### src/hdl/scsp_cfg.svh
// offsets, field positions, reset values and divide counts for the clock control block
// Operation
// - slow source: crystal 0, rc 1; fast mode only
// - crystal gain field 3 highest, resets 11
// - idle stop bit gates peripheral clocks in idle
// - fast stop bit halts fast clock when slow/idle; the code halts it only once the divider is off the fast source
// - fast stop bit changes only in slow mode
// - system select: slow 0, fast 1; needs stop 0
// - prescaler codes 00..11 divide 64,16,4,1
// - rc stop bit halts rc oscillator
`ifndef SCSP_CFG_SVH
`define SCSP_CFG_SVH

// ************************************************************
// register byte addresses
// ************************************************************
`define SCSP_CTRL_ADR 8'hd8
`define SCSP_AUX_ADR 8'hf8

// ************************************************************
// clock control register fields
// ************************************************************
`define SCSP_SLOW_SEL_BIT 7
`define SCSP_GAIN_HI 6
`define SCSP_GAIN_LO 5
`define SCSP_PSTOP_BIT 4
`define SCSP_FSTOP_BIT 3
`define SCSP_SYSSEL_BIT 2
`define SCSP_PSC_HI 1
`define SCSP_PSC_LO 0
`define SCSP_CTRL_RST 8'h67

// ************************************************************
// auxiliary control register fields
// ************************************************************
`define SCSP_RCSTOP_BIT 1
`define SCSP_AUX_RST 8'h00

// ************************************************************
// prescaler half periods, counted in source edges, minus one
// ************************************************************
`define SCSP_HALF_DIV64 6'h3f
`define SCSP_HALF_DIV16 6'h0f
`define SCSP_HALF_DIV4 6'h03
`define SCSP_HALF_DIV1 6'h00

`endif

### src/hdl/scsp_pkg.sv
// types shared by the clock control block
package scsp_pkg;
    // prescaler field encoding
    typedef enum logic [1:0] {
        SCSP_DIV64,
        SCSP_DIV16,
        SCSP_DIV4,
        SCSP_DIV1
    } scsp_psc_t;
    // output clock phase tracker
    typedef enum logic {
        SCSP_PH_LOW,
        SCSP_PH_HIGH
    } scsp_phase_t;
endpackage

### src/hdl/scsp_top.sv
// system clock select, prescaler and oscillator stop control with wishbone registers
//
// Register access over Wishbone was chosen for this implementation.
`timescale 1ns/1ps
`include "scsp_cfg.svh"

module scsp_top
    import scsp_pkg::*;
#(
    parameter int AW = 8 // wishbone address width
) (
    input wire logic clk_i, // 125 mhz block clock
    input wire logic rst_i, // synchronous reset, high
    input wire logic cyc_i, // wishbone cycle
    input wire logic stb_i, // wishbone strobe
    input wire logic we_i, // wishbone write enable
    input wire logic [AW-1:0] adr_i, // wishbone byte address
    input wire logic [3:0] sel_i, // wishbone byte selects
    input wire logic [31:0] dat_i, // wishbone write data
    output logic [31:0] dat_o, // wishbone read data
    output logic ack_o, // wishbone acknowledge
    input wire logic idle_i, // core is in idle mode
    input wire logic fast_osc_i, // fast oscillator clock pin
    input wire logic xtal_osc_i, // crystal oscillator clock pin
    input wire logic rc_osc_i, // rc oscillator clock pin
    output logic sys_clk_o, // divided system clock
    output logic periph_clk_en_o, // peripheral clock enable
    output logic fast_osc_en_o, // fast oscillator run
    output logic rc_osc_en_o, // rc oscillator run
    output logic [1:0] crystal_gain_o, // crystal amplifier gain
    output logic slow_source_select_o // active slow source
);

    // ************************************************************
    // oscillator input synchronisers
    // ************************************************************
    logic [2:0] osc_s1_r; // first stage, read only by second
    logic [2:0] osc_s2_r; // second stage, usable
    logic [2:0] osc_s1_nxt;
    logic [2:0] osc_s2_nxt;

    // sample pins; the source clocks are far slower than clk_i
    always_comb begin
        osc_s1_nxt = {rc_osc_i, xtal_osc_i, fast_osc_i};
        osc_s2_nxt = osc_s1_r;
    end

    // synchroniser flops
    always_ff @(posedge clk_i) begin
        if (rst_i) begin
            osc_s1_r <= 3'h0;
            osc_s2_r <= 3'h0;
        end else begin
            osc_s1_r <= osc_s1_nxt;
            osc_s2_r <= osc_s2_nxt;
        end
    end

    // ************************************************************
    // register file and wishbone slave
    // ************************************************************
    logic slow_sel_r; // slow source select
    logic [1:0] gain_r; // crystal gain
    logic pstop_r; // idle peripheral clock stop
    logic fstop_r; // fast clock stop
    logic syssel_r; // system clock select
    logic [1:0] psc_r; // prescaler code
    logic rcstop_r; // rc oscillator stop
    logic ack_r;
    logic [31:0] rdat_r;
    logic slow_sel_nxt;
    logic [1:0] gain_nxt;
    logic pstop_nxt;
    logic fstop_nxt;
    logic syssel_nxt;
    logic [1:0] psc_nxt;
    logic rcstop_nxt;
    logic ack_nxt;
    logic [31:0] rdat_nxt;
    logic req; // new access this cycle
    logic wr_ok; // write to low byte lane
    logic [7:0] wb; // low write byte
    logic [7:0] ctrl_rd; // clock control readback

    // read image of the clock control register
    always_comb begin
        ctrl_rd = {slow_sel_r, gain_r, pstop_r, fstop_r, syssel_r, psc_r};
    end

    // decode, interlocked writes and registered answer
    always_comb begin
        req = cyc_i && stb_i && !ack_r;
        wr_ok = req && we_i && sel_i[0];
        wb = dat_i[7:0];
        slow_sel_nxt = slow_sel_r;
        gain_nxt = gain_r;
        pstop_nxt = pstop_r;
        fstop_nxt = fstop_r;
        syssel_nxt = syssel_r;
        psc_nxt = psc_r;
        rcstop_nxt = rcstop_r;
        ack_nxt = req; // one wait state, single cycle ack
        rdat_nxt = 32'h0000_0000; // unmapped reads return zero
        if (wr_ok && adr_i == AW'(`SCSP_CTRL_ADR)) begin
            // each locked bit tests the value held before this write
            if (syssel_r) begin
                slow_sel_nxt = wb[`SCSP_SLOW_SEL_BIT];
            end
            gain_nxt = wb[`SCSP_GAIN_HI:`SCSP_GAIN_LO];
            pstop_nxt = wb[`SCSP_PSTOP_BIT];
            if (!syssel_r) begin
                fstop_nxt = wb[`SCSP_FSTOP_BIT];
            end
            if (!fstop_r) begin
                syssel_nxt = wb[`SCSP_SYSSEL_BIT];
            end
            psc_nxt = wb[`SCSP_PSC_HI:`SCSP_PSC_LO];
        end
        if (wr_ok && adr_i == AW'(`SCSP_AUX_ADR)) begin
            rcstop_nxt = wb[`SCSP_RCSTOP_BIT];
        end
        if (req && !we_i) begin
            if (adr_i == AW'(`SCSP_CTRL_ADR)) begin
                rdat_nxt = {24'h00_0000, ctrl_rd};
            end else if (adr_i == AW'(`SCSP_AUX_ADR)) begin
                // only the rc stop bit lives here; the rest read zero
                rdat_nxt = {30'h0, rcstop_r, 1'b0};
            end
        end
    end

    // register file flops
    always_ff @(posedge clk_i) begin
        if (rst_i) begin
            slow_sel_r <= 1'(`SCSP_CTRL_RST >> `SCSP_SLOW_SEL_BIT);
            gain_r <= 2'(`SCSP_CTRL_RST >> `SCSP_GAIN_LO);
            pstop_r <= 1'(`SCSP_CTRL_RST >> `SCSP_PSTOP_BIT);
            fstop_r <= 1'(`SCSP_CTRL_RST >> `SCSP_FSTOP_BIT);
            syssel_r <= 1'(`SCSP_CTRL_RST >> `SCSP_SYSSEL_BIT);
            psc_r <= 2'(`SCSP_CTRL_RST);
            rcstop_r <= 1'(`SCSP_AUX_RST >> `SCSP_RCSTOP_BIT);
            ack_r <= 1'b0;
            rdat_r <= 32'h0000_0000;
        end else begin
            slow_sel_r <= slow_sel_nxt;
            gain_r <= gain_nxt;
            pstop_r <= pstop_nxt;
            fstop_r <= fstop_nxt;
            syssel_r <= syssel_nxt;
            psc_r <= psc_nxt;
            rcstop_r <= rcstop_nxt;
            ack_r <= ack_nxt;
            rdat_r <= rdat_nxt;
        end
    end

    // ************************************************************
    // source select and prescaler
    // ************************************************************
    logic act_sel_r; // source in use
    logic act_slow_r; // slow source in use
    logic [1:0] act_psc_r; // prescale in use
    logic src_d_r; // selected source one cycle ago
    logic [5:0] cnt_r; // source edges in this half period
    scsp_phase_t ph_r; // output level
    logic act_sel_nxt;
    logic act_slow_nxt;
    logic [1:0] act_psc_nxt;
    logic src_d_nxt;
    logic [5:0] cnt_nxt;
    scsp_phase_t ph_nxt;
    logic [1:0] skip_r; // source edges to ignore after a switch
    logic [1:0] skip_nxt;
    logic src; // selected source level
    logic [5:0] half; // half period limit

    // settings are taken over only as the output falls, so the
    // next low and high phases both come whole from the new source
    always_comb begin
        if (act_sel_r) begin
            src = osc_s2_r[0];
        end else if (act_slow_r) begin
            src = osc_s2_r[2]; // rc oscillator
        end else begin
            src = osc_s2_r[1]; // crystal
        end
        case (scsp_psc_t'(act_psc_r))
            SCSP_DIV64: half = `SCSP_HALF_DIV64;
            SCSP_DIV16: half = `SCSP_HALF_DIV16;
            SCSP_DIV4: half = `SCSP_HALF_DIV4;
            SCSP_DIV1: half = `SCSP_HALF_DIV1;
            default: half = `SCSP_HALF_DIV1;
        endcase
        src_d_nxt = src;
        act_sel_nxt = act_sel_r;
        act_slow_nxt = act_slow_r;
        act_psc_nxt = act_psc_r;
        cnt_nxt = cnt_r;
        ph_nxt = ph_r;
        skip_nxt = skip_r;
        if (src != src_d_r && skip_r != 2'h0) begin
            skip_nxt = skip_r - 2'h1; // edge eaten after a switch
        end else if (src != src_d_r) begin
            if (cnt_r >= half) begin
                cnt_nxt = 6'h00;
                case (ph_r)
                    SCSP_PH_LOW: ph_nxt = SCSP_PH_HIGH;
                    SCSP_PH_HIGH: begin
                        ph_nxt = SCSP_PH_LOW;
                        act_sel_nxt = syssel_r;
                        act_slow_nxt = slow_sel_r;
                        act_psc_nxt = psc_r;
                    end
                    default: ph_nxt = SCSP_PH_LOW;
                endcase
            end else begin
                cnt_nxt = cnt_r + 6'h01;
            end
        end
        // a mux change can fake one edge; restart the count after it
        if (ph_r == SCSP_PH_HIGH && ph_nxt == SCSP_PH_LOW &&
            (act_sel_nxt != act_sel_r || act_slow_nxt != act_slow_r)) begin
            src_d_nxt = act_sel_nxt ? osc_s2_r[0]
                      : (act_slow_nxt ? osc_s2_r[2] : osc_s2_r[1]);
            // low phase restarts at a falling edge of the new source,
            // else a near edge would end it after a single clk_i
            skip_nxt = src_d_nxt ? 2'h1 : 2'h2;
        end
    end

    // prescaler flops
    always_ff @(posedge clk_i) begin
        if (rst_i) begin
            act_sel_r <= 1'b1;
            act_slow_r <= 1'b0;
            act_psc_r <= 2'h3;
            src_d_r <= 1'b0;
            cnt_r <= 6'h00;
            ph_r <= SCSP_PH_LOW;
            skip_r <= 2'h0;
        end else begin
            act_sel_r <= act_sel_nxt;
            act_slow_r <= act_slow_nxt;
            act_psc_r <= act_psc_nxt;
            src_d_r <= src_d_nxt;
            cnt_r <= cnt_nxt;
            ph_r <= ph_nxt;
            skip_r <= skip_nxt;
        end
    end

    // ************************************************************
    // gating and output flops
    // ************************************************************
    logic sys_clk_nxt;
    logic periph_en_nxt;
    logic fast_en_nxt;
    logic rc_en_nxt;

    // the fast oscillator is held running until the divider has
    // really left it, so stopping never cuts a fast clock phase
    always_comb begin
        sys_clk_nxt = (ph_nxt == SCSP_PH_HIGH);
        periph_en_nxt = !(pstop_r && idle_i);
        fast_en_nxt = !(fstop_r && (!syssel_r || idle_i) && !act_sel_r);
        rc_en_nxt = !rcstop_r;
    end

    // every output leaves a flop
    always_ff @(posedge clk_i) begin
        if (rst_i) begin
            sys_clk_o <= 1'b0;
            periph_clk_en_o <= 1'b1;
            fast_osc_en_o <= 1'b1;
            rc_osc_en_o <= 1'b1;
            crystal_gain_o <= 2'h3;
            slow_source_select_o <= 1'b0;
        end else begin
            sys_clk_o <= sys_clk_nxt;
            periph_clk_en_o <= periph_en_nxt;
            fast_osc_en_o <= fast_en_nxt;
            rc_osc_en_o <= rc_en_nxt;
            crystal_gain_o <= gain_nxt;
            slow_source_select_o <= act_slow_nxt;
        end
    end

    // bus answer flops feed the ports directly
    always_comb begin
        ack_o = ack_r;
        dat_o = rdat_r;
    end

endmodule

### config.mk
export PLATFORM = sky130hd
export DESIGN_NAME = scsp_top
export DESIGN_NICKNAME = d
export VERILOG_FILES = /design/src/hdl/scsp_pkg.sv /design/src/hdl/scsp_top.sv
export VERILOG_INCLUDE_DIRS = /design/src /design/src/hdl
export SDC_FILE = /design/constraint.sdc
export NUM_CORES = 1
export LEC_CHECK = 0
export ABC_CLOCK_PERIOD_IN_PS = 2800
export BUFFER_PORTS_ARGS = -buffer_cell sky130_fd_sc_hd__buf_2
export CAP_MARGIN = 20
export CORE_MARGIN = 2
export CORE_UTILIZATION = 46
export CTS_CLUSTER_DIAMETER = 150
export DETAILED_ROUTE_END_ITERATION = 8
export GPL_ROUTABILITY_DRIVEN = 1
export PLACE_DENSITY = 0.84
export REMOVE_ABC_BUFFERS = 1
export SLEW_MARGIN = 30
export SYNTH_ARGS = -nofsm -noshare
export SYNTH_HDL_FRONTEND = slang
export SYNTH_SLANG_ARGS = --single-unit
### constraint.sdc
create_clock -name clk_i -period 2.8 [get_ports clk_i]
set_input_delay 0.84 -clock clk_i [delete_from_list [all_inputs] [get_ports clk_i]]
set_output_delay 0.84 -clock clk_i [all_outputs]
set_load 0.02 [all_outputs]
==> flow_metrics.env <==
export IMPL_htreeDepth=2
export IMPL_min_period_ns=2.289
export IMPL_synth_xor_area_share_pct=3.972
export IMPL_postCtsSetupBuffers=0
export IMPL_grt_pass1_vias=1458
export IMPL_cp_max_fo=8
export IMPL_vias=1535
export IMPL_netlist_instances=221
export IMPL_area_growth_synth_to_final_pct=14.31
export IMPL_r2r_cells=8
export IMPL_crit_chain="or2_2 -> ha_1 -> and3_1 -> a221oi_2 -> o31a_4 -> nor2_4 -> and3_1 -> a22o_1"
export IMPL_ctsResizeCount=0
export IMPL_holdPathStages=1
export IMPL_via_per_inst=4.842
export IMPL_postLayoutCellArea_sq_um=2268
export IMPL_die_h_microns=69.68
export IMPL_r2r_end="skip_r[1]$_SDFFE_PP0P_"
export IMPL_cts_tree="built"
export IMPL_detail_route_antenna_nets=0
export IMPL_dieArea_sq_um=4855
export IMPL_crit_path_frequent_cell="and3_1"
export IMPL_core_sq_um=4086
export IMPL_muxShareOfSynthArea_pct=5.990
export IMPL_synth_largest_area_cell="dfxtp_1"
export IMPL_ys_seq_area_share_pct=41.36
export IMPL_synth_ff_type="dfxtp_1"
export IMPL_r2r_start="act_psc_r[1]$_SDFFE_PP1P_"
export IMPL_grt_use_total_pct=15.59
export IMPL_arrival_ns=2.47
export IMPL_p_per_area_nw_per_um2=557.4
export IMPL_async_reset_ff_share_pct=0
export IMPL_setup_viol=0
export IMPL_hold_viol_final=0
export IMPL_status="finished, final reports clean"
export IMPL_synth_distinct_cells=42
export IMPL_grt_pass1_wl_microns=6030
export IMPL_synth_simple_area_share_pct=23.33
export IMPL_setup_tns_ns=0
export IMPL_ys_ff_latch=41
export IMPL_setup_slack_ns=0.5114
export IMPL_rsz0062_at_grt="no"
export IMPL_diodes=0
export IMPL_grt_start_max_net_pins=18
export IMPL_clk_path_buf_depth=2
export IMPL_netlist_top_cells_count="dfxtp_1 (41), nand2_1 (29), buf_4 (25)"
export IMPL_placed_cell_area_sq_um=2167
export IMPL_cts_sinks=41
export IMPL_path_buf_inv=0
export IMPL_die_x_microns=69.68
export IMPL_synth_area_sq_um=1984
export IMPL_slowest_delay_ns=0.35
export IMPL_hold_buffers=0
export IMPL_post_place_ws_ns=0.2198
export IMPL_leakage_nw=0.9787
export IMPL_synth_edf_count=0
export IMPL_maxSlewViolCount=0
export IMPL_synth_area_top_cells="dfxtp_1 (41%), buf_4 (9.5%), nand2_1 (5.5%)"
export IMPL_drt_iter0_markers=79
export IMPL_critPathRequiredTime_ns=2.98
export IMPL_routed_wl_microns=3616
export IMPL_num_rows=23
export IMPL_overflow=0
export IMPL_crit_slowest_cell="dfxtp_1"
export IMPL_nFillCells=392
export IMPL_cts_buffers=5
export IMPL_skew_ns=0.007200
export IMPL_gp_congestion=0.8698
export IMPL_cp_start_kind="flip-flop"
export IMPL_antenna_found_initial=0
export IMPL_synth_top_area_share_pct=41.36
export IMPL_crit_family="compound AO/OA/AOI/OAI gates"
export IMPL_num_io_pins=93
export IMPL_worstSetupPathType="flip-flop to flip-flop"
export IMPL_nets=325
export IMPL_yosys_area_share_adder_pct=3.783
export IMPL_drc_errors=0
export IMPL_crit_start="act_psc_r[1]$_SDFFE_PP1P_"
export IMPL_synth_compound_area_share_pct=10.03
export IMPL_place_hpwl_microns=2707
export IMPL_reg2reg_slack_ns=0.51
export IMPL_fmax_ghz=0.4370
export IMPL_clkTransAtPathRegs_ns=0.07
export IMPL_crit_path_end="skip_r[1]$_SDFFE_PP0P_"
export IMPL_clk_latency_ns=0.29
export IMPL_period_share_pct=81.73
export IMPL_portBuffers=41
export IMPL_max_cap_viol_count=0
export IMPL_root_buffer="clkbuf_8"
export IMPL_wire_per_inst_microns=11.41
export IMPL_crit_cells=8
export IMPL_utilization_pct=55.51
export IMPL_first_pass_iters=4
export IMPL_synth_most_common_cell="dfxtp_1"
export IMPL_worst_setup_path_end_kind="flip-flop"
export IMPL_drive_above_1_share_pct=22.85
export IMPL_syn_area_per_cell_sq_um=8.979
export IMPL_yosysWarnings=0
export IMPL_hp_class="flip-flop to flip-flop"
export IMPL_ir_worst_vdd_mv=0.3439
export IMPL_synth_top_family_by_area="simple AND/OR/NAND/NOR gates"
export IMPL_initial_core_util_pct=48.56
power by group:
part           total (mW)  switching (mW)  leakage (nW)  internal, mW
clock               0.417           0.194        0.0542         0.223
sequential          0.627          0.0233         0.333         0.604
combinational       0.221           0.137         0.592        0.0842
worst min-delay path by stage:
stage                          start                endpoint  slack, ns
4_1_cts        rcstop_r$_SDFFE_PP0P_  rc_osc_en_o$_SDFF_PP1_       0.41
6_report       rcstop_r$_SDFFE_PP0P_  rc_osc_en_o$_SDFF_PP1_       0.41
3_5_place_dp   rcstop_r$_SDFFE_PP0P_  rc_osc_en_o$_SDFF_PP1_       0.39
3_3_place_gp   rcstop_r$_SDFFE_PP0P_  rc_osc_en_o$_SDFF_PP1_       0.38
5_1_grt        rcstop_r$_SDFFE_PP0P_  rc_osc_en_o$_SDFF_PP1_       0.42
2_1_floorplan  rcstop_r$_SDFFE_PP0P_  rc_osc_en_o$_SDFF_PP1_       0.37
cell usage in the layout, fill, tap and decap left out, types with 2 or more instances in the layout:
cell and count:
xnor2_1 7, nor3_1 2, xor2_1 2, o21ai_1 2, o21ai_0 5, nand3_1 9, mux2i_1 9, dfxtp_1 41
nand4_1 2, clkbuf_8 7, ha_1 6, nor2_1 15, nand2_1 29, nand3b_1 2, inv_1 7, nor2b_1 9
or3_1 2, nand2b_1 3, and2_1 7, a21oi_1 10, conb_1 24, a211oi_2 2, buf_2 41, and3_1 3
layer usage:
layer  global-route usage (%)  vias up  wire, microns
li1                         -      781              -
met1                    17.94      694           1590
met2                    26.92       52           1735
met3                    4.651        8            233
met4                    6.410        0             56
met5                        0        -              0
sequential cells by signal, indices dropped and copies added (netlist names), 2 cells and up:
name	count
act_psc_r	2
osc_s1_r	3
skip_r	2
psc_r	2
osc_s2_r	3
cnt_r	6
dat_o	8
crystal_gain_o	2
cell families (layout without fill, tap and decap cells):
kind of cell,after synthesis,after routing
AOI/OAI and AO/OA,28,28
xor gates and xnor gates,9,9
adders and majority gates,6,6
buffers and inverters,35,58
DFF,41,41
muxes,11,11
other,1,24
and+or+nand+nor,90,90
area by class of cell:
| cell class | instances | area, sq um | share of cell area (%) |
|---|---|---|---|
| Timing Repair Buffer | 43 | 232.7 | 10.26 |
| Inverter | 7 | 26.28 | 1.158 |
| Sequential cell | 41 | 820.8 | 36.18 |
| Multi-Input combinational cell | 168 | 1025 | 45.17 |
| Clock buffer | 7 | 96.34 | 4.247 |
| Clock inverter | 1 | 5.005 | 0.2206 |
| Tap cell | 50 | 62.56 | 2.758 |
stage by stage:
step	hold WS [ns]	instances	total power, mW
after CTS	0.4054	317	1.275
final	0.4055	317	1.264
after detailed placement	0.3853	309	0.8583
after global placement	0.3844	309	0.8509
after global routing	0.4235	317	1.321
after floorplan	0.3709	216	0.7988
Note: power is estimated with default switching activity, not from simulation.
